$ cat src/ssp_params.svh
// constants for the synchronous serial port block: field positions, codes and timing
// assumes inclusion by the package and the design files by bare name
`ifndef SSP_PARAMS_SVH
`define SSP_PARAMS_SVH

// spi_control_one bit positions
`define SSP_CTL_COLL_BIT   7
`define SSP_CTL_EN_BIT     5
`define SSP_CTL_POL_BIT    4
`define SSP_CTL_MODE_HI    3
// spi_status_reg bit positions: two configuration bits and the full flag
`define SSP_STAT_SMP_BIT   7
`define SSP_STAT_CKE_BIT   6
`define SSP_STAT_FULL_BIT  0
// mode codes held in spi_control_one bits 3 to 0
`define SSP_MODE_DIV4      4'h0
`define SSP_MODE_DIV16     4'h1
`define SSP_MODE_DIV64     4'h2
`define SSP_MODE_TMR2      4'h3
`define SSP_MODE_SLV_SEL   4'h4
`define SSP_MODE_SLV_FREE  4'h5
`define SSP_MODE_RELOAD    4'hA
// half serial clock periods in system clocks for the fixed dividers
`define SSP_HALF_DIV4      8'h02
`define SSP_HALF_DIV16     8'h08
`define SSP_HALF_DIV64     8'h20
`define SSP_BITS_PER_BYTE  4'h8
// reset values
`define SSP_RESET_BYTE     8'h00

`endif

$ cat src/ssp_pkg.sv
// types of the synchronous serial port block
// assumes ssp_params.svh is on the include path
`default_nettype none
`include "ssp_params.svh"
package ssp_pkg;
  // shift sequence states
  typedef enum logic [2:0] {
    SSP_IDLE  = 3'b001,
    SSP_LEAD  = 3'b010,
    SSP_TRAIL = 3'b100
  } ssp_state_t;
endpackage : ssp_pkg
`default_nettype wire

$ cat src/ssp_spi_port.sv
// spi mode of the synchronous serial port: shift engine, clock divider, flags
// assumes pins come from outside (synchronised here) and software side is same-clock logic
`default_nettype none
`include "ssp_params.svh"

// What this block does
// - shift msb out, new bit into lsb
// - drive on one edge, capture on other
// - eight clocks swap both registers fully
// - full byte: buffer it, set full, irq
// - receive is double buffered
// - buffer read clears full flag
// - buffer write loads shift register directly
// - write while shifting dropped, collision flag
// - shift register only reached via buffer
// - status low six read-only, top two config
// - port runs only while enabled
// - control bits choose master or slave
// - polarity sets serial clock idle level
// - master samples in middle or at end; slave samples in middle
// - rate chosen in master; reload option
// - master clocks transfer, stops when done
// - unselected slave ignores lines, stays quiet
// - master rates: /4,/16,/64,timer2/2,reload
// - select high resets slave bit counter
// - select high floats data output at once
module ssp_spi_port #(
  parameter int RX_DEPTH = 2                            // received byte buffer entries
) (
  input  wire logic       sys_clk_in,                   // 20 MHz system clock
  input  wire logic       reset_n_in,                   // async reset, active low
  input  wire logic       clk_en_in,                    // freezes all state when low
  input  wire logic [7:0] ctrl_one_in,                  // spi_control_one value
  input  wire logic [1:0] status_cfg_in,                // spi_status_reg bits 7:6
  input  wire logic [7:0] rate_reload_in,               // rate_reload_reg value
  input  wire logic       timer2_tick_in,               // timer two output pulse
  input  wire logic       wr_strobe_in,                 // software write to buffer
  input  wire logic [7:0] wr_data_in,                   // written byte
  input  wire logic       rd_strobe_in,                 // software read of buffer
  input  wire logic       coll_clear_in,                // software clears collision flag
  input  wire logic       irq_clear_in,                 // software clears irq flag
  output logic      [7:0] data_buffer_out,              // spi_data_buffer read value
  output logic      [7:0] status_out,                   // spi_status_reg read value
  output logic            write_collision_flag_out,     // collision flag
  output logic            serial_irq_flag_out,          // byte done flag
  output logic            busy_out,                     // byte in flight
  input  wire logic       sck_pin_in,                   // serial clock pin level
  output logic            sck_pin_out,                  // serial clock drive value
  output logic            sck_pin_oe_out,               // high while driving clock
  input  wire logic       sdi_pin_in,                   // serial data in pin
  output logic            sdo_pin_out,                  // serial data out value
  output logic            sdo_pin_oe_out,               // high while driving data
  input  wire logic       sel_n_pin_in                  // slave select pin, active low
);
  import ssp_pkg::*;

  ////////////////////////////////////////////////////////////////////////////
  // configuration decode
  logic       enabled;                                  // port_enable_bit
  logic       pol;                                      // idle clock level
  logic       cke;                                      // output edge select
  logic       smp;                                      // sample at end
  logic [3:0] mode;                                     // mode code
  logic       is_master;
  logic       sel_ctrl;                                 // slave with select control

  assign enabled   = ctrl_one_in[`SSP_CTL_EN_BIT];
  assign pol       = ctrl_one_in[`SSP_CTL_POL_BIT];
  assign mode      = ctrl_one_in[`SSP_CTL_MODE_HI:0];
  assign cke       = status_cfg_in[0];
  assign smp       = status_cfg_in[1];
  assign is_master = (mode == `SSP_MODE_DIV4) || (mode == `SSP_MODE_DIV16) ||
                     (mode == `SSP_MODE_DIV64) || (mode == `SSP_MODE_TMR2) ||
                     (mode == `SSP_MODE_RELOAD);
  assign sel_ctrl  = (mode == `SSP_MODE_SLV_SEL);

  ////////////////////////////////////////////////////////////////////////////
  // pin synchronisers; first stage only feeds the second
  logic [1:0] sck_sync;
  logic [1:0] sdi_sync;
  logic [1:0] sel_sync;
  logic       sck_prev;                                 // for edge detect
  always_ff @(posedge sys_clk_in or negedge reset_n_in) begin
    if (!reset_n_in) begin
      sck_sync <= 2'h0;
      sdi_sync <= 2'h0;
      sel_sync <= 2'h3;
      sck_prev <= 1'b0;
    end else if (clk_en_in) begin
      sck_sync <= {sck_sync[0], sck_pin_in};
      sdi_sync <= {sdi_sync[0], sdi_pin_in};
      sel_sync <= {sel_sync[0], sel_n_pin_in};
      sck_prev <= sck_sync[1];
    end
  end
  logic sel_hi;                                         // select released
  assign sel_hi = sel_ctrl && sel_sync[1];

  ////////////////////////////////////////////////////////////////////////////
  // master rate: half period in system clocks
  function automatic logic [8:0] half_period(input logic [3:0] m, input logic [7:0] rl);
    logic [8:0] h;
    h = {1'b0, `SSP_HALF_DIV4};
    unique case (m)
      `SSP_MODE_DIV16:  h = {1'b0, `SSP_HALF_DIV16};
      `SSP_MODE_DIV64:  h = {1'b0, `SSP_HALF_DIV64};
      `SSP_MODE_RELOAD: h = {rl, 1'b0} + 9'h002;       // fosc/(4*(n+1))
      default:          h = {1'b0, `SSP_HALF_DIV4};
    endcase
    return h;
  endfunction

  logic [8:0] div_cnt;                                  // half-period counter
  logic       half_tick;                                // master half-bit strobe
  ssp_state_t state;
  logic [3:0] bit_cnt;                                  // bits done in byte
  logic [7:0] shift_reg;                                // spi_shift_reg, internal only
  logic       sck_drv;                                  // master clock level

  // divider counts while a byte is in flight in any mode but timer two; only master mode uses it
  always_ff @(posedge sys_clk_in or negedge reset_n_in) begin
    if (!reset_n_in) begin
      div_cnt <= 9'h000;
    end else if (clk_en_in) begin
      if (!enabled || state == SSP_IDLE) begin
        div_cnt <= 9'h000;
      end else if (mode != `SSP_MODE_TMR2) begin
        div_cnt <= half_tick ? 9'h000 : div_cnt + 9'h001;
      end
    end
  end
  // timer two output halved: each tick is one half period
  assign half_tick = is_master && (state != SSP_IDLE) &&
                     ((mode == `SSP_MODE_TMR2) ? timer2_tick_in :
                      (div_cnt + 9'h001 >= half_period(mode, rate_reload_in)));

  ////////////////////////////////////////////////////////////////////////////
  // edge events: lead edge shifts out, trail edge captures
  logic lead_ev;
  logic trail_ev;
  logic slv_rise;
  logic slv_fall;
  logic slv_lead;
  logic slv_trail;
  assign slv_rise  = sck_sync[1] && !sck_prev;
  assign slv_fall  = !sck_sync[1] && sck_prev;
  // leaving idle is the lead edge when cke=0, trail edge when cke=1
  assign slv_lead  = cke ? ((pol) ? slv_rise : slv_fall) : ((pol) ? slv_fall : slv_rise);
  assign slv_trail = cke ? ((pol) ? slv_fall : slv_rise) : ((pol) ? slv_rise : slv_fall);
  assign lead_ev   = is_master ? (half_tick && state == SSP_TRAIL)
                               : (slv_lead && !sel_hi && enabled);
  assign trail_ev  = is_master ? (half_tick && state == SSP_LEAD)
                               : (slv_trail && !sel_hi && enabled);

  // master capture waits one clock: the two-flop sdi path needs it at the fastest rate
  logic sample_bit;
  logic cap_late;                                       // master capture due now
  always_ff @(posedge sys_clk_in or negedge reset_n_in) begin
    if (!reset_n_in) begin
      cap_late <= 1'b0;
    end else if (clk_en_in) begin
      cap_late <= is_master && trail_ev;
    end
  end
  assign sample_bit = sdi_sync[1];                      // end of data time sample

  logic write_ok;                                       // accepted software write
  logic byte_done;                                      // eighth bit in
  assign write_ok  = wr_strobe_in && enabled && state == SSP_IDLE &&
                     !write_collision_flag_out;
  assign byte_done = lead_ev && (bit_cnt == `SSP_BITS_PER_BYTE - 4'h1) &&
                     state == SSP_TRAIL;
  assign busy_out  = (state != SSP_IDLE);

  ////////////////////////////////////////////////////////////////////////////
  // shift sequence: lead phase waits for capture, trail phase for shift
  // cke=1: first bit already on the line at load, so shift happens on lead edges after capture
  always_ff @(posedge sys_clk_in or negedge reset_n_in) begin
    if (!reset_n_in) begin
      state   <= SSP_IDLE;
      bit_cnt <= 4'h0;
    end else if (clk_en_in) begin
      if (!enabled || sel_hi) begin
        state   <= SSP_IDLE;
        bit_cnt <= 4'h0;
      end else begin
        unique case (state)
          SSP_IDLE: begin
            if (write_ok) state <= SSP_LEAD;
          end
          SSP_LEAD: begin
            if (trail_ev || (is_master && half_tick)) state <= SSP_TRAIL;
          end
          SSP_TRAIL: begin
            if (lead_ev) begin
              if (bit_cnt == `SSP_BITS_PER_BYTE - 4'h1) begin
                state   <= SSP_IDLE;
                bit_cnt <= 4'h0;
              end else begin
                state   <= SSP_LEAD;
                bit_cnt <= bit_cnt + 4'h1;
              end
            end
          end
        endcase
      end
    end
  end

  // shift register: load on write, shift on lead edge after capture
  logic captured;
  always_ff @(posedge sys_clk_in or negedge reset_n_in) begin
    if (!reset_n_in) begin
      shift_reg <= `SSP_RESET_BYTE;
      captured  <= 1'b0;
    end else if (clk_en_in) begin
      if (write_ok) begin
        shift_reg <= wr_data_in;
      end else if (is_master ? cap_late : (trail_ev && state == SSP_LEAD)) begin
        captured  <= sdi_sync[1];
      end else if (lead_ev && state == SSP_TRAIL) begin
        shift_reg <= {shift_reg[6:0], (is_master && smp) ? sample_bit : captured};
      end
    end
  end

  // master clock drive: toggles on half ticks, parks at idle level
  always_ff @(posedge sys_clk_in or negedge reset_n_in) begin
    if (!reset_n_in) begin
      sck_drv <= 1'b0;
    end else if (clk_en_in) begin
      if (!enabled || state == SSP_IDLE) sck_drv <= pol;
      else if (half_tick) sck_drv <= !sck_drv;
    end
  end
  assign sck_pin_out    = sck_drv;
  assign sck_pin_oe_out = enabled && is_master;
  assign sdo_pin_out    = shift_reg[7];
  assign sdo_pin_oe_out = enabled && !sel_hi;

  ////////////////////////////////////////////////////////////////////////////
  // received bytes pass the two-entry buffer, then to the data buffer
  logic       rx_valid;
  logic [7:0] rx_data;
  logic       rx_ready;
  logic       rx_full_flag;
  logic [7:0] rx_byte;
  assign rx_byte = {shift_reg[6:0], (is_master && smp) ? sample_bit : captured};
  // drain when software has emptied the data buffer or reads it now
  assign rx_ready = !rx_full_flag || rd_strobe_in;

  ssp_rx_buffer #(.WIDTH(8), .DEPTH(RX_DEPTH)) u_rx_buf (
    .sys_clk_in    (sys_clk_in),
    .reset_n_in    (reset_n_in),
    .clk_en_in     (clk_en_in),
    .flush_in      (!enabled),
    .in_valid_in   (byte_done),
    .in_ready_out  (),
    .in_data_in    (rx_byte),
    .out_valid_out (rx_valid),
    .out_ready_in  (rx_ready),
    .out_data_out  (rx_data)
  );

  // data buffer, full flag; load wins over a same-cycle read clear
  logic load_buf;
  assign load_buf = rx_valid && rx_ready;
  always_ff @(posedge sys_clk_in or negedge reset_n_in) begin
    if (!reset_n_in) begin
      data_buffer_out <= `SSP_RESET_BYTE;
      rx_full_flag    <= 1'b0;
    end else if (clk_en_in) begin
      if (write_ok) data_buffer_out <= wr_data_in;
      if (load_buf) begin
        data_buffer_out <= rx_data;
        rx_full_flag    <= 1'b1;
      end else if (rd_strobe_in || !enabled) begin
        rx_full_flag    <= 1'b0;
      end
    end
  end

  // sticky flags, set wins over clear
  always_ff @(posedge sys_clk_in or negedge reset_n_in) begin
    if (!reset_n_in) begin
      write_collision_flag_out <= 1'b0;
      serial_irq_flag_out      <= 1'b0;
    end else if (clk_en_in) begin
      if (wr_strobe_in && state != SSP_IDLE) write_collision_flag_out <= 1'b1;
      else if (coll_clear_in)               write_collision_flag_out <= 1'b0;
      if (load_buf)          serial_irq_flag_out <= 1'b1;
      else if (irq_clear_in) serial_irq_flag_out <= 1'b0;
    end
  end

  // status: top two echo config, low six read-only state
  assign status_out = {status_cfg_in, 5'h00, rx_full_flag};
endmodule : ssp_spi_port // ssp_spi_port
`default_nettype wire

$ cat src/ssp_rx_buffer.sv
// two-entry buffer in the received byte path, valid and ready on both sides
// assumes a single clock domain shared with the port
`default_nettype none
`include "ssp_params.svh"
module ssp_rx_buffer #(
  parameter int WIDTH = 8,                       // word width
  parameter int DEPTH = 2                        // entries, power of two
) (
  input  wire logic             sys_clk_in,      // system clock
  input  wire logic             reset_n_in,      // async reset, active low
  input  wire logic             clk_en_in,       // freeze when low
  input  wire logic             flush_in,        // drop all entries
  input  wire logic             in_valid_in,     // word offered
  output logic                  in_ready_out,    // room to accept
  input  wire logic [WIDTH-1:0] in_data_in,      // offered word
  output logic                  out_valid_out,   // word available
  input  wire logic             out_ready_in,    // drain strobe
  output logic      [WIDTH-1:0] out_data_out     // oldest word
);
  localparam int AW = $clog2(DEPTH);
  logic [WIDTH-1:0] mem [DEPTH];                 // storage flops
  logic [AW-1:0]    wr_ptr;                      // write index
  logic [AW-1:0]    rd_ptr;                      // read index
  logic [AW:0]      count;                       // fill level
  logic             push;
  logic             pop;

  assign in_ready_out  = (count != DEPTH[AW:0]); // honest full
  assign out_valid_out = (count != '0);          // honest empty
  assign push = in_valid_in && in_ready_out;
  assign pop  = out_valid_out && out_ready_in;

  // pointers and fill level; flush wins so a disable empties the path
  always_ff @(posedge sys_clk_in or negedge reset_n_in) begin
    if (!reset_n_in) begin
      wr_ptr <= '0;
      rd_ptr <= '0;
      count  <= '0;
    end else if (clk_en_in) begin
      if (flush_in) begin
        wr_ptr <= '0;
        rd_ptr <= '0;
        count  <= '0;
      end else begin
        if (push) wr_ptr <= wr_ptr + 1'b1;
        if (pop)  rd_ptr <= rd_ptr + 1'b1;
        count <= count + {{AW{1'b0}}, push} - {{AW{1'b0}}, pop};
      end
    end
  end

  // storage, no reset needed for data
  always_ff @(posedge sys_clk_in) begin
    if (clk_en_in && push && !flush_in) begin
      mem[wr_ptr] <= in_data_in;
    end
  end

  // head word read straight from the storage flops; a registered copy would lag
  // one clock behind out_valid_out and hand over a stale word on the first pop
  assign out_data_out = mem[rd_ptr];
endmodule : ssp_rx_buffer // ssp_rx_buffer
`default_nettype wire

$ cat config.mk
export PLATFORM = sky130hd
export DESIGN_NAME = ssp_spi_port
export DESIGN_NICKNAME = d
export VERILOG_FILES = /design/src/ssp_pkg.sv /design/src/ssp_spi_port.sv /design/src/ssp_rx_buffer.sv
export VERILOG_INCLUDE_DIRS = /design/src
export SDC_FILE = /design/constraint.sdc
export NUM_CORES = 1
export LEC_CHECK = 0
export ABC_AREA = 1
export BUFFER_PORTS_ARGS = -buffer_cell sky130_fd_sc_hd__buf_4
export CAP_MARGIN = 20
export CELL_PAD_IN_SITES_DETAIL_PLACEMENT = 0
export CELL_PAD_IN_SITES_GLOBAL_PLACEMENT = 2
export CORE_MARGIN = 2
export CORE_UTILIZATION = 34
export DETAILED_ROUTE_END_ITERATION = 6
export PLACE_DENSITY = 0.88
export SYNTH_ARGS = -nofsm -noshare
export SYNTH_HDL_FRONTEND = slang
export SYNTH_SLANG_ARGS = --single-unit
$ cat constraint.sdc
create_clock -name sys_clk_in -period 3.8 [get_ports sys_clk_in]
set_input_delay 0.57 -clock sys_clk_in [delete_from_list [all_inputs] [get_ports sys_clk_in]]
set_output_delay 0.57 -clock sys_clk_in [all_outputs]
set_load 0.02 [all_outputs]
Word-level counts from Yosys, hierarchy flattened
Memories as Yosys holds them, arrays and structs flattened.
Cells that the tools add are included.
{ "word_totals": {"ff_bits": 49, "wordCells": 156, "input_bits": 37, "n_memories": 1, "ramBits": 16, "out_inout_bits": 23} }
{ "op_classes": {"order_cmp": 1, "bitwise": 1, "n_addsub": 7, "mux": 43, "eq_ne": 18, "reduce_logical": 67} }
{ "memory_table": {"columns": ["memory", "depth", "width", "read_ports", "rd_clocked_by_memory_dff", "wr", "line_no", "rtl"], "rows": [
  ["u_rx_buf.mem", 2, 8, 1, 0, 1, "ssp_rx_buffer.sv:21", "logic [WIDTH-1:0] mem [DEPTH];"]
]} }
{ "ops": {"columns": ["cell", "n"], "rows": [
  ["two-way mux 8 bit", 5],
  ["logical AND 1 bit", 28],
  ["two-way mux 9 bit", 3],
  ["case mux 9 bit (3 select lines)", 1],
  ["two-way mux 1 bit", 23],
  ["nonzero test 2 bit", 10],
  ["two-way mux 4 bit", 4],
  ["AND reduction 2 bit", 8],
  ["two-way mux 3 bit", 4],
  ["adder 9 x 1 -> 9 bit, second input constant", 1],
  ["adder 9 x 2 -> 9 bit, second input constant", 1],
  ["greater-or-equal comparator 9 bit", 1],
  ["logical OR 1 bit", 9],
  ["!= test 3 bit, second input constant", 3],
  ["case mux 3 bit (3 select lines)", 1],
  ["AND reduction 3 bit", 3],
  ["equality test 4 x 2 -> 1 bit, second input constant", 2],
  ["equality test 4 x 3 -> 1 bit, second input constant", 2],
  ["logical NOT 1 bit", 7],
  ["adder 4 x 1 -> 4 bit, second input constant", 1],
  ["equality test 4 x 1 -> 1 bit, second input constant", 1],
  ["equality test 4 bit, second input constant", 1],
  ["logical NOT 4 bit", 1],
  ["two-way mux 2 bit", 2],
  ["12 further kinds", 15]
]} }

Logic depth before layout (Yosys ltp)
Gate-level depths: netlist (run 1).
{ "depth": {"ltp_word": 16, "mapped_depth": 20, "ltp_nobuf": 20} }

Cells and area by module
A second synthesis (run 1) with hierarchy kept.
{ "hier_totals": {"hier_cells": 479, "area_unflattened_um2": 3883.7} }
{ "modules_own_cells": {"columns": ["module", "n_inst", "cells_each", "area_each_um2", "seq_area_each_um2"], "rows": [
  ["ssp_spi_port", 1, 392, 3009.1, 1129.8],
  ["ssp_rx_buffer", 1, 87, 874.6, 580.6]
]} }

Worst setup path before layout (run 1)
Ideal clock, no wire load.
{ "synth_timing": {"path_type": "in2reg", "startpoint": "input port rate_reload_in[0]", "endpoint": "memory u_rx_buf.mem[1][0], enable pin", "slack_ns": 0.789, "setup_time_ns": 0.370, "path_stages": 15, "n_path_buf": 0, "t_arrival_ns": 2.641, "required_time_ns": 3.430, "cell_sequence": "nand3_1 -> nor2_1 -> inv_1 -> nor3_1 -> a21oi_1 -> nand3b_1 -> ha_1 -> nand2_1 -> nor3b_1 -> nor2_1 -> nand3_1 -> nand3_1 -> nand2_2 -> nand4_1 -> nor2_1"} }
{ "synth_between": {"elab_chain_cells": 14} }
{ "synth_rtl": {"columns": ["item", "line_no", "rtl"], "rows": [
  ["start: declaration", "ssp_spi_port.sv:35", "input wire logic [7:0] rate_reload_in,"],
  ["adder 9 x 2 -> 9 bit", "ssp_spi_port.sv:107", "`SSP_MODE_RELOAD: h = {rl, 1'b0} + 9'h002;"],
  ["case mux 9 bit (3 select lines)", "ssp_spi_port.sv:104", "unique case (m)"],
  ["greater-or-equal comparator 9 bit", "ssp_spi_port.sv:135", "(div_cnt + 9'h001 >= half_period(mode, rate_reload_in)));"],
  ["two-way mux 1 bit", "ssp_spi_port.sv:134", "((mode == `SSP_MODE_TMR2) ? timer2_tick_in :"],
  ["logical AND 1 bit", "ssp_spi_port.sv:133", "assign half_tick = is_master && (state != SSP_IDLE) &&"],
  ["logical AND 1 bit", "ssp_spi_port.sv:150", "assign lead_ev = is_master ? (half_tick && state == SSP_TRAIL)"],
  ["two-way mux 1 bit", "ssp_spi_port.sv:150", null],
  ["logical AND 1 bit (2 in a row)", "ssp_spi_port.sv:171", "assign byte_done = lead_ev && (bit_cnt == `SSP_BITS_PER_BYTE - 4'h1) &&"],
  ["logical AND 1 bit", "ssp_rx_buffer.sv:30", "assign push = in_valid_in && in_ready_out;"],
  ["logical AND 1 bit (2 in a row)", "ssp_rx_buffer.sv:54", "if (clk_en_in && push && !flush_in) begin"],
  ["two-way mux 1 bit", "ssp_rx_buffer.sv:54", null],
  ["two-way mux 1 bit (not written as such)", "ssp_rx_buffer.sv:55", "mem[wr_ptr] <= in_data_in;"],
  ["end: declaration", "ssp_rx_buffer.sv:21", null]
]} }
Every way passes these cells.

Final worst setup path (run 1)
{ "layout_timing": {"startpoint": "register div_cnt[0]", "endpoint": "register u_rx_buf.count[1]"} }
{ "layout_between": {"elab_chain_cells": 12} }
{ "layout_rtl": {"columns": ["item", "line_no", "rtl"], "rows": [
  ["start: declaration", "ssp_spi_port.sv:113", "logic [8:0] div_cnt;"],
  ["start signal: assignment", "ssp_spi_port.sv:128", "div_cnt <= half_tick ? 9'h000 : div_cnt + 9'h001;"],
  ["adder 9 x 1 -> 9 bit", "ssp_spi_port.sv:135", null],
  ["greater-or-equal comparator 9 bit", "ssp_spi_port.sv:135", null],
  ["two-way mux 1 bit", "ssp_spi_port.sv:134", null],
  ["logical AND 1 bit", "ssp_spi_port.sv:133", null],
  ["logical AND 1 bit", "ssp_spi_port.sv:150", null],
  ["two-way mux 1 bit", "ssp_spi_port.sv:150", null],
  ["logical AND 1 bit (2 in a row)", "ssp_spi_port.sv:171", null],
  ["logical AND 1 bit", "ssp_rx_buffer.sv:30", null],
  ["adder 2 x 1 -> 2 bit", "ssp_rx_buffer.sv:47", "count <= count + {{AW{1'b0}}, push} - {{AW{1'b0}}, pop};"],
  ["subtractor 2 x 1 -> 2 bit", "ssp_rx_buffer.sv:47", null],
  ["two-way mux 2 bit", "ssp_rx_buffer.sv:40", "if (flush_in) begin"],
  ["end signal: assignment", "ssp_rx_buffer.sv:47", null],
  ["end: declaration", "ssp_rx_buffer.sv:24", "logic [AW:0] count;"]
]} }
Every way passes these cells.
A chain may end at the register's enable or synchronous reset.

==> summary.md, run 1 <==
| Metric | Value |
|---|---|
| CP Max Fanout | 5 |
| Largest register FFs | 16 |
| Initial DRT Pass Iterations | 4 |
| Initial antenna violation count | 0 |
| Max stage delay cell, worst path | dfrtp_1 |
| Clock Latency Late Sink | 0.35 ns |
| Post-DP Area | 4270 um^2 |
| I/O Buffers | 52 |
| Post-Syn Area | approximately 3800 um^2 |
| Crit end category | flop |
| Final setup fails | 0 |
| Final worst path period share | 81.0% |
| Setup WS pre-CTS | 0.484 ns |
| Post-Route Setup TNS | 0 ns |
| Seq/Total Area, Yosys | 45.2% |
| Grt total ovfl | 0 |
| CP Buf/Inv Count | 1 |
| Max_slew headroom | about 57% |
| Cell Pwr Density | 506 nW/um^2 |
| Vias in the first global route | 2905 |
| Initial Util | between 30% and 40% |
| Fillers | 1081 |
| Root Driver | clkbuf_8 |
| Setup Skew | 0.0119 ns |
| Mean Syn Cell Area | 8.51 um^2 |
| YS warnings | 0 |
| Leak pwr | 2.14 nW |
| Postcts setup bufs | 0 |
| VDD IR-drop max | about 0.00025 V |
| Total CTS buffers | 9 |
| RR Startpoint | div_cnt[0] |
| Pins Over Slew Limit | 0 |
| Min setup slack post-route | 0.720 ns |
| Max incr delay on CP | 0.38 ns |
| Most common cell in the synthesized netlist | nand2_1 |
| Via count | 3047 |
| Io pins | 60 |
| Die width | 109 um |
| Cell taking the most area after synthesis | dfrtp_1 |
| Top reg by flops | u_rx_buf.mem |
| Post-Place Cells | 628 |
| Regs by FF count | u_rx_buf.mem: 16 flops, div_cnt: 9 flops |
| P&R area growth vs syn | 17.6% |
| Resized Gates After CTS | 0 |
| Nets | between 500 and 600 |
| # rows | 38 |
| Hold buffer count at CTS | 0 |
| Top cells by area, synth | dfrtp_1 30%, edfxtp_1 13%, nand2_1 11% |
| Status | finished, final reports clean |
| Share of cells above drive strength 1 | between 20 and 25% |
| Clock Path Buffers | 2 |
| Core Area | 10800 um^2 |
| Synth Register Bits | 65 |
| Max H-tree Level | 3 |
| Non-Filler Instances | 644 |
| First-pass GRT wire length | 14000 um |
| CP Data Arrival Time | 3.31 ns |
| DRC Markers | 0 |
| Required time worst endpoint | 4.03 ns |
| Antenna fix cells | 0 |
| Worst slew pin tran | 0.640 ns |
| Drt first-iter violations | 137 |
| All-layer global routing usage | between 10 and 15% |
| Clock Pin Slew Worst Setup and Hold Paths | about 0.080 ns |
| CTS tree | done |
| Post-Synthesis Cells | 444 |
| Yosys cell types | 45 |
| Period minus WS final | 3.08 ns |
| Critical path origin | div_cnt[0] |
| Full die area | 12000 um^2 |
| CP Class | reg -> reg |
| Yosys top cell area share | 30.5% |
| Hold Crit Class | in -> async |
| Final WL | 8230 um |
| Die Y-Extent | 109 um |
| Top FF cell, synth | dfrtp_1 |
| EDFF count, synth | 16 |
| Largest net degree at the start of global routing | 50 |
| Placer Congestion | 0.769 |
| Power Total | around 2.2 mW |
| Synth cell count leaders | 112 x nand2_1, 46 x dfrtp_1, 44 x inv_1 |
| Wire length per cell | 12.8 um |
| CP delay by family, top | simple AND/OR/NAND/NOR gates |
| Drt via density | 4.73 |
| HPWL Detailed | 6320 um |
| Worst Setup Start Kind | flop |
| RSZ-0062 raised after global routing | no |
| Post-route cell area | 4440 um^2 |
| Fin. Hold Viols | 0 |
| Max frequency | roughly 320 MHz |
| Async SR Flop Fraction | 75.4% |
| CTS Sinks | 65 |
| CP cell instances | ha_1 > nand3_1 > nor2_1 > nand2_1 > nor3_1 > xor2_1 > ha_1 > nand2_1 > nor3b_1 > nor2_1 > nand3_1 > nand3_1 > nand2_2 > inv_2 > nor3_1 > ha_1 > xor2_1 > o22ai_1 |
| Max-cap violations | 0 |
| Final ANT Viol Nets | 0 |
## metrics by stage
stage	util, %	hold slack [ns]
3_5_place_dp	39.4	0.454
6_report	41.0	0.241
4_1_cts	41.0	0.260
3_3_place_gp	39.4	0.453
5_1_grt	41.0	0.285
2_1_floorplan	-	0.274
## path summary, 6_finish.rpt
path,slack [ns],endpoint,cells past startpoint
max,0.72,u_rx_buf.count[1],18
min,0.24,data_buffer_out[6],1
max reg2reg,0.72,u_rx_buf.count[1],18
min reg2reg,0.46,sel_sync[0],2
max in group asynchronous,3.12,div_cnt[8],1
min in group sys_clk_in,0.43,sel_sync[0],3
## layout make-up
cell class                 instances  area [um^2]  share of cell area (%)
inverter                          52          198                    4.45
clock buffer                      10          128                    2.87
clock inverter                     6         42.5                   0.957
sequential                        65         1710                    38.5
timing repair buffer              54          405                    9.12
tap                              140          175                    3.94
multi-input combinational        317         1790                    40.2
## power by group
group          internal, mW  switching, mW
registers             0.852         0.0995
logic                 0.314          0.461
clock network         0.239          0.282
## worst reg2reg max path, delay by kind of cell (launching register included)
kind                     cells  cell delay (ns)
AO/OA/AOI/OAI                1             0.08
flip-flops                   1             0.38
adder cells (fa/ha/maj)      3             0.76
buffers and inverters        1             0.06
XOR/XNOR                     2             0.28
AND/OR/NAND/NOR             11             1.41
## placed cells by master (no fill, tap or decap), types with 4 or more instances in the layout
cell	synthesis	final
nand2_1	112	112
nand4_1	6	6
o21ai_1	11	11
nand3_1	31	31
nand2_4	4	4
or2_2	9	9
a31oi_1	8	8
clkbuf_8	0	9
nand2_2	8	8
buf_4	8	54
mux2_2	7	7
xor2_1	8	8
a21oi_1	9	9
ha_1	13	13
nor3_1	6	6
conb_1	1	5
dfrtp_1	46	46
nor2_2	4	4
nor2_1	29	29
inv_1	44	44
o211ai_1	8	8
o21ai_0	14	14
inv_2	6	6
edfxtp_1	16	16
## kinds of logic after synthesis
logic type	share of synthesized area, %
AND/OR/NAND/NOR	27.9
buffers and inverters	7.91
flip-flops	45.2
AO/OA/AOI/OAI	10.4
adder cells (fa/ha/maj)	4.30
XOR/XNOR	2.09
multiplexers	2.09
other	0.0992
## per-layer routing
| layer | vias up | global-route usage, % | routed length (um) | share of wire, % |
|---|---|---|---|---|
| met5 | - | 0 | 0 | 0 |
| met4 | 0 | 4.07 | 65 | 0.79 |
| met3 | 4 | 3.08 | 377 | 4.6 |
| met2 | 57 | 23.1 | 3670 | 45 |
| met1 | 1414 | 21.1 | 4120 | 50 |
| li1 | 1572 | - | - | - |
Note: power is estimated with default switching activity, not from simulation.
==> run 2, diff against run 1 <==
--- a/config.mk
+++ b/config.mk
@@ -12,9 +12,9 @@
 export CELL_PAD_IN_SITES_DETAIL_PLACEMENT = 0
 export CELL_PAD_IN_SITES_GLOBAL_PLACEMENT = 2
 export CORE_MARGIN = 2
-export CORE_UTILIZATION = 34
+export CORE_UTILIZATION = 31
 export DETAILED_ROUTE_END_ITERATION = 6
-export PLACE_DENSITY = 0.88
+export PLACE_DENSITY = 0.85
 export SYNTH_ARGS = -nofsm -noshare
 export SYNTH_HDL_FRONTEND = slang
 export SYNTH_SLANG_ARGS = --single-unit
==> constraint.sdc (replaced) <==
create_clock -name sys_clk_in -period 2.73 [get_ports sys_clk_in]
set_input_delay 0.4095 -clock sys_clk_in [delete_from_list [all_inputs] [get_ports sys_clk_in]]
set_output_delay 0.4095 -clock sys_clk_in [all_outputs]
set_load 0.02 [all_outputs]
==> summary.md, run 2 (same netlist as run 1, synthesis figures left out) <==
| Metric | Value |
|---|---|
| Status | complete, but fails checks (was finished, final reports clean) |
| Failing checks | setup timing |
| Io pins | 60 (unchanged) |
| Die Y-Extent | 114 um (was 109 um) |
| Initial DRT Pass Iterations | 4 (unchanged) |
| CP Buf/Inv Count | 1 (unchanged) |
| Int Power | 2.31 mW (was 1.40 mW) |
| First-pass GRT wire length | 14600 um (was 14000 um) |
| P&R area growth vs syn | 29.7% (was 17.6%) |
| Final setup fails | 18 (was 0) |
| Nets | 576 (was 549) |
| Antenna fix cells | 0 (unchanged) |
| Largest net degree at the start of global routing | 50 (unchanged) |
| CP cell instances | ha_2 > nand3_2 > nor2_2 > nand2_2 > nor3_4 > xor2_2 > ha_1 > nand2_2 > nor3b_2 > nor2_1 > nand3_1 > nand3_1 > nand2_2 > nand4_1 > nor2_1 > buf_4 (was ha_1 > nand3_1 > nor2_1 > nand2_1 > nor3_1 > xor2_1 > ha_1 > nand2_1 > nor3b_1 > nor2_1 > nand3_1 > nand3_1 > nand2_2 > inv_2 > nor3_1 > ha_1 > xor2_1 > o22ai_1) |
| Fin. Hold Viols | 0 (unchanged) |
| Drt via density | 4.61 (was 4.73) |
| Wire length per cell | 12.6 um (was 12.8 um) |
| Commonest non-fill, non-tap cell in the layout | nand2_1 (unchanged) |
| Worst slew pin tran | 0.636 ns (was 0.640 ns) |
| CTS Sinks | 65 (unchanged) |
| RR Startpoint | div_cnt[0] (unchanged) |
| Switch Pwr | 1.27 mW (was 842 uW) |
| Full die area | 13100 um^2 (was 12000 um^2) |
| Required time worst endpoint | 2.76 ns (was 4.03 ns) |
| Grt total ovfl | 0 (unchanged) |
| Post-route cell area | 4900 um^2 (was 4440 um^2) |
| Max_slew headroom | 57.6% (was 57.3%) |
| Top cell by count, worst path | nand2_2 |
| Post-DP Area | 4450 um^2 (was 4270 um^2) |
| Share of cells above drive strength 1 | 32.4% (was 24.2%) |
| Worst R2R Path Depth | 16 (was 18) |
| Flop pwr share | 37.2% (was 42.3%) |
| Comb pwr share | 33.3% (was 34.5%) |
| Max-cap violations | 0 (unchanged) |
| VDD IR-drop max | 0.000347 V (was 0.000247 V) |
| Placer Congestion | 0.751 (was 0.769) |
| Post-Place Cells | 657 (was 628) |
| Clock Latency Late Sink | 0.33 ns (was 0.35 ns) |
| Most frequent cells in the layout | 101 x nand2_1, 76 x buf_4, 46 x dfrtp_1, 44 x inv_1, 30 x nand3_1 (was 112 x nand2_1, 54 x buf_4, 46 x dfrtp_1, 44 x inv_1, 31 x nand3_1) |
| Final WL | 8570 um (was 8230 um) |
| Core Area | 12000 um^2 (was 10800 um^2) |
| Crit end category | flop (unchanged) |
| Max incr delay on CP | 0.36 ns (was 0.38 ns) |
| Drt first-iter violations | 99 (was 137) |
| Initial antenna violation count | 0 (unchanged) |
| Hold Crit Class | in -> async (unchanged) |
| Switching share of total power | 35.4% (was 37.5%) |
| Die width | 114 um (was 109 um) |
| Root Driver | clkbuf_16 (was clkbuf_8) |
| Hold buffer count at CTS | 0 (unchanged) |
| Initial Util | 31.6% (was 34.9%) |
| Final worst path period share | 104% (was 81.0%) |
| Reg-to-reg slack, setup | -0.11 ns (was 0.72 ns) |
| Total CTS buffers | 9 (unchanged) |
| Non-Filler Instances | 678 (was 644) |
| Clock Power Share | 29.6% (was 23.2%) |
| CP Data Arrival Time | 2.87 ns (was 3.31 ns) |
| Setup Skew | 0.0119 ns (about the same) |
| Largest register FFs | 16 (unchanged) |
| # rows | 40 (was 38) |
| CP Class | reg -> reg (unchanged) |
| Post-Route Setup TNS | -1.74 ns (was 0 ns) |
| I/O Buffers | 52 (unchanged) |
| Min setup slack post-route | -0.110 ns (was 0.720 ns) |
| Max frequency | 352 MHz (was 325 MHz) |
| HPWL Detailed | 6400 um (was 6320 um) |
| Period minus WS final | 2.84 ns (was 3.08 ns) |
| All-layer global routing usage | 13.8% (was 14.9%) |
| Pins Over Slew Limit | 0 (unchanged) |
| RR Endpoint | u_rx_buf.mem[0][2] (was u_rx_buf.count[1]) |
| Regs by FF count | u_rx_buf.mem: 16 flops, div_cnt: 9 flops (unchanged) |
| CP Max Fanout | 8 (was 5) |
| RSZ-0062 raised after global routing | yes (was no) |
| Max H-tree Level | 3 (unchanged) |
| Max stage delay cell, worst path | dfrtp_1 (unchanged) |
| CTS tree | done (unchanged) |
| Final ANT Viol Nets | 0 (unchanged) |
| Vias in the first global route | 3004 (was 2905) |
| CP delay by family, top | simple AND/OR/NAND/NOR gates (unchanged) |
| Cell Pwr Density | 730 nW/um^2 (was 506 nW/um^2) |
| Top reg by flops | u_rx_buf.mem (unchanged) |
| Via count | 3128 (was 3047) |
| Worst Setup Start Kind | flop (unchanged) |
| DRC Markers | 0 (unchanged) |
| Clock Path Buffers | 2 (unchanged) |
| Leak pwr | 2.36 nW (was 2.14 nW) |
| Clock Pin Slew Worst Setup and Hold Paths | 0.06 ns (was 0.08 ns) |
[run 2: cell count changes in the layout (fill, tap and decap cells not counted), moves of 4 or more]
cell | before | now
clkbuf_16 | 0 | 9
buf_4 | 54 | 76
nand2_1 | 112 | 101
nand2_2 | 8 | 16
clkbuf_8 | 9 | 0
buf_6 | 0 | 4
[run 2: final cells by class]
| type | instances | area [um^2] |
|---|---|---|
| fillers | 1180 | 7060 |
| clock inverters | 6 | 42.5 |
| clock buffers | 10 | 229 |
| well taps | 147 | 184 |
| repair buffers | 80 | 616 |
| flip-flops and latches | 65 | 1710 |
| inverters | 52 | 198 |
| multi-input cells | 318 | 1920 |
[run 2: metal layers]
metal	wire, um	vias to the layer above	share of wire [%]	global-route usage, %
li1	-	1629	-	-
met1	4220	1444	49	19.4
met2	3910	49	46	21.7
met3	360	6	4.2	3.28
met4	75	0	0.88	3.17
met5	0	-	0	0
[run 2: metrics by stage]
step,setup WS (ns),util [%],hold slack (ns),power (mW)
floorplan,-0.127,-,0.114,2.09
global placement,-0.175,37.2,0.452,2.45
detailed placement,-0.244,37.2,0.456,2.47
CTS,-0.0560,40.0,0.134,3.55
global route,-0.364,41.0,0.165,3.81
finish,-0.110,41.0,0.103,3.58
[run 2: worst max path at each step]
stage | from | end | cells after the start
after floorplan | div_cnt[0] | u_rx_buf.mem[1][0] | 15
after detailed placement | rate_reload_in[0] | u_rx_buf.mem[0][5] | 17
after CTS | div_cnt[0] | u_rx_buf.count[1] | 18
after global placement | rate_reload_in[0] | u_rx_buf.mem[0][6] | 17
after global routing | div_cnt[1] | u_rx_buf.mem[0][2] | 16
final | div_cnt[0] | u_rx_buf.mem[0][2] | 16
[run 2: worst register-to-register path, cell delays in order (launching register included)]
cell,delay (ns)
dfrtp_1,0.36
ha_2,0.20
nand3_2,0.10
nor2_2,0.10
nand2_2,0.08
nor3_4,0.20
xor2_2,0.10
ha_1,0.35
nand2_2,0.08
nor3b_2,0.15
nor2_1,0.06
nand3_1,0.10
nand3_1,0.10
nand2_2,0.13
nand4_1,0.14
nor2_1,0.14
buf_4,0.18
[run 2: repair_timing]
action / in CTS / in global routing
endpoints found under the setup margin: 40 / 44
cloned: 0 / 1
resized for setup: 11 / 25
hold endpoints to repair: 0 / 0
setup buffers: 2 / 5
pin swaps: 4 / 16
[run 2: power by group through the flow]
stage	Sequential (mW)	Clock, mW	Combinational [mW]
after CTS	1.33	1.08	1.15
after global routing	1.36	1.13	1.33
after floorplan	1.40	0	0.690
after detailed placement	1.34	0	1.13
after global placement	1.34	0	1.12
final	1.33	1.06	1.19
==> run 3, diff against run 2 <==
--- a/config.mk
+++ b/config.mk
@@ -6,13 +6,12 @@
 export SDC_FILE = /design/constraint.sdc
 export NUM_CORES = 1
 export LEC_CHECK = 0
-export ABC_AREA = 1
 export BUFFER_PORTS_ARGS = -buffer_cell sky130_fd_sc_hd__buf_4
 export CAP_MARGIN = 20
 export CELL_PAD_IN_SITES_DETAIL_PLACEMENT = 0
 export CELL_PAD_IN_SITES_GLOBAL_PLACEMENT = 2
 export CORE_MARGIN = 2
-export CORE_UTILIZATION = 31
+export CORE_UTILIZATION = 33
 export DETAILED_ROUTE_END_ITERATION = 6
 export PLACE_DENSITY = 0.85
 export SYNTH_ARGS = -nofsm -noshare
==> summary.md, run 3 <==
| Metric | Value |
|---|---|
| CP Class | reg -> reg (unchanged) |
| Hold buffer count at CTS | 0 (unchanged) |
| Switching share of total power | 35.7% (was 35.4%) |
| Core Area | 10800 um^2 (was 12000 um^2) |
| Drt via density | 4.88 (was 4.61) |
| # rows | 38 (was 40) |
| CP cell instances | ha_2 > and3_4 > nand3_4 > nor2_4 > xor2_2 > ha_4 > a211oi_4 > a21oi_4 > buf_4 > buf_6 > o311ai_4 > buf_4 > o22a_1 > o21a_1 (was ha_2 > nand3_2 > nor2_2 > nand2_2 > nor3_4 > xor2_2 > ha_1 > nand2_2 > nor3b_2 > nor2_1 > nand3_1 > nand3_1 > nand2_2 > nand4_1 > nor2_1 > buf_4) |
| Clock Pin Slew Worst Setup and Hold Paths | 0.08 ns (was 0.06 ns) |
| Top cells by area, synth | dfrtp_1 31%, edfxtp_1 13%, ha_1 4.4% (was dfrtp_1 30%, edfxtp_1 13%, nand2_1 11%) |
| CP delay by family, top | compound AO/OA/AOI/OAI gates (was simple AND/OR/NAND/NOR gates) |
| CP Max Fanout | 5 (was 8) |
| Required time worst endpoint | 3.02 ns (was 2.76 ns) |
| Total CTS buffers | 9 (unchanged) |
| Fillers | 1022 (was 1180) |
| Clock Path Buffers | 2 (unchanged) |
| Max stage delay cell, worst path | dfrtp_1 (unchanged) |
| EDFF count, synth | 16 (unchanged) |
| Yosys cell types | 58 (was 45) |
| Top reg by flops | u_rx_buf.mem (unchanged) |
| Most common cell in the synthesized netlist | dfrtp_1 (was nand2_1) |
| Largest register FFs | 16 (unchanged) |
| Antenna fix cells | 0 (unchanged) |
| Clock Latency Late Sink | 0.35 ns (was 0.33 ns) |
| RSZ-0062 raised after global routing | yes (unchanged) |
| First-pass GRT wire length | 13700 um (was 14600 um) |
| Crit end category | flop (unchanged) |
| Largest net degree at the start of global routing | 50 (unchanged) |
| I/O Buffers | 52 (unchanged) |
| Worst Setup Start Kind | flop (unchanged) |
| Final setup fails | 29 (was 18) |
| Die width | 109 um (was 114 um) |
| Final WL | 8550 um (was 8570 um) |
| All-layer global routing usage | 14.8% (was 13.8%) |
| Max_slew headroom | 36.5% (was 57.6%) |
| Nets | 504 (was 576) |
| Placer Congestion | 0.806 (was 0.751) |
| Async SR Flop Fraction | 75.4% (unchanged) |
| Failing checks | setup timing (unchanged) |
| Root Driver | clkbuf_8 (was clkbuf_16) |
| Cell Pwr Density | 716 nW/um^2 (was 730 nW/um^2) |
| Yosys top cell area share | 31.3% (was 30.5%) |
| Seq/Total Area, Yosys | 46.6% (was 45.2%) |
| Max frequency | 348 MHz (was 352 MHz) |
| Mean Syn Cell Area | 10.3 um^2 (was 8.51 um^2) |
| Grt total ovfl | 0 (unchanged) |
| Min setup slack post-route | -0.143 ns (was -0.110 ns) |
| HPWL Detailed | 6210 um (was 6400 um) |
| Top cell by count, worst path | buf_4 (was nand2_2) |
| DRC Markers | 0 (unchanged) |
| Switch Pwr | 1.28 mW (was 1.27 mW) |
| Synth Register Bits | 65 (unchanged) |
| Io pins | 60 (unchanged) |
| Drt first-iter violations | 139 (was 99) |
| Vias in the first global route | 2850 (was 3004) |
| CP Buf/Inv Count | 3 (was 1) |
| Top FF cell, synth | dfrtp_1 (unchanged) |
| Post-Syn Area | 3670 um^2 (was 3780 um^2) |
| Clock Power Share | 24.1% (was 29.6%) |
| Pins Over Slew Limit | 0 (unchanged) |
| Via count | 2923 (was 3128) |
| P&R area growth vs syn | 36.1% (was 29.7%) |
| Critical path origin | div_cnt[0] (unchanged) |
| Non-Filler Instances | 599 (was 678) |
| Final worst path period share | 105% (was 104%) |
| Setup Skew | 0.0106 ns (was 0.0119 ns) |
| Status | complete, but fails checks (unchanged) |
| Post-route core utilization | 46.1% (was 41.0%) |
| Initial antenna violation count | 0 (unchanged) |
| YS warnings | 0 (unchanged) |
| CTS tree | done (unchanged) |
| Reg-to-reg slack, setup | -0.14 ns (was -0.11 ns) |
| Leak pwr | 2.14 nW (was 2.36 nW) |
| Regs by FF count | u_rx_buf.mem: 16 flops, div_cnt: 9 flops (unchanged) |
| Final ANT Viol Nets | 0 (unchanged) |
| Max incr delay on CP | 0.36 ns (about the same) |
| Fin. Hold Viols | 0 (unchanged) |
| Wire length per cell | 14.3 um (was 12.6 um) |
| VDD IR-drop max | 0.000346 V (was 0.000347 V) |
| Comb pwr share | 35.6% (was 33.3%) |
| Cell taking the most area after synthesis | dfrtp_1 (unchanged) |
| Initial Util | 33.9% (was 31.6%) |
| Post-Route Setup TNS | -1.54 ns (was -1.74 ns) |
| Post-Place Cells | 573 (was 657) |
| Hold Crit Class | in -> async (unchanged) |
| Die Y-Extent | 109 um (was 114 um) |
| RR Startpoint | div_cnt[0] (unchanged) |
| Initial DRT Pass Iterations | 4 (unchanged) |
| CTS Sinks | 65 (unchanged) |
| Synth cell count leaders | 46 x dfrtp_1, 37 x nand2_1, 18 x a21oi_1 (was 112 x nand2_1, 46 x dfrtp_1, 44 x inv_1) |
| Max H-tree Level | 3 (unchanged) |
| Post-Synthesis Cells | 355 (was 444) |
| Period minus WS final | 2.87 ns (was 2.84 ns) |
| Worst slew pin tran | 0.946 ns (was 0.636 ns) |
| Commonest non-fill, non-tap cell in the layout | buf_4 (was nand2_1) |
| Int Power | 2.30 mW (was 2.31 mW) |
| Most frequent cells in the layout | 97 x buf_4, 46 x dfrtp_1, 36 x nand2_1, 18 x a21oi_1, 16 x edfxtp_1 (was 101 x nand2_1, 76 x buf_4, 46 x dfrtp_1, 44 x inv_1, 30 x nand3_1) |
| Max-cap violations | 0 (unchanged) |
| CP Data Arrival Time | 3.16 ns (was 2.87 ns) |
| Share of cells above drive strength 1 | 37.0% (was 32.4%) |
| Flop pwr share | 40.3% (was 37.2%) |
| Full die area | 12000 um^2 (was 13100 um^2) |
-- run 3: cell count changes after synthesis, sizes merged, moves of 9 or more --
cell    before  now
a31oi       10    1
a21oi       10   20
mux2i        0   10
nand3       34   17
nand2      124   37
clkbuf       1   10
inv         51   15
or2          9    0
nor2        34   18
-- run 3: layout make-up --
class / instances / area (um^2) / share of cell area [%]
timing repair buffer: 104 / 825 / 16.5
tap: 140 / 175 / 3.50
clock buffer: 9 / 124 / 2.48
sequential: 65 / 1710 / 34.2
clock inverter: 7 / 83.8 / 1.68
inverter: 15 / 56.3 / 1.13
multi-input combinational: 259 / 2020 / 40.5
-- run 3: final timing paths --
path                                  endpoint  depth (start not counted)
max                               shift_reg[6]                         14
min                         data_buffer_out[1]                          1
max reg2reg                       shift_reg[6]                         14
min reg2reg                serial_irq_flag_out                          2
max in group asynchronous             sck_prev                          1
min in group sys_clk_in            sck_sync[0]                          2
-- run 3: metrics by stage --
stage | instance area [um^2] | power, mW | setup slack (ns) | hold slack (ns)
3_3_place_gp | 4550 | 2.63 | -0.338 | 0.463
2_1_floorplan | 3780 | 2.23 | -0.158 | 0.114
6_report | 5000 | 3.58 | -0.143 | 0.0735
5_1_grt | 5000 | 3.83 | -0.324 | 0.131
4_1_cts | 4890 | 3.58 | -0.164 | 0.105
3_5_place_dp | 4550 | 2.67 | -0.383 | 0.475
-- run 3: metal layers --
metal,track usage [%],up-vias,part of all wire [%]
met5,0,-,0
met4,5.97,0,1.4
met3,2.19,11,4.7
met2,24.4,74,47
met1,19.5,1357,47
li1,-,1481,-
-- run 3: cell families after synthesis --
group / after synthesis / share of synthesized area (%)
mux: 24 / 7.02
other cells: 1 / 0.102
simple gates: 112 / 16.2
compound gates: 90 / 17.6
buf+inv: 35 / 4.46
fa+ha+maj: 13 / 4.43
xor+xnor: 15 / 3.58
flops: 65 / 46.6
-- run 3: repair_timing --
item,4_1_cts,5_1_grt
buffers inserted,8,2
setup endpoints to repair,33,44
gates resized for setup,13,13
pin swaps,16,12
-- run 3: power groups by stage --
stage	sequential (mW)	clock (mW)	combinational, mW
finish	1.44	0.864	1.27
global route	1.48	0.931	1.42
CTS	1.44	0.882	1.25
detailed placement	1.46	0	1.20
global placement	1.45	0	1.18
floorplan	1.50	0	0.733
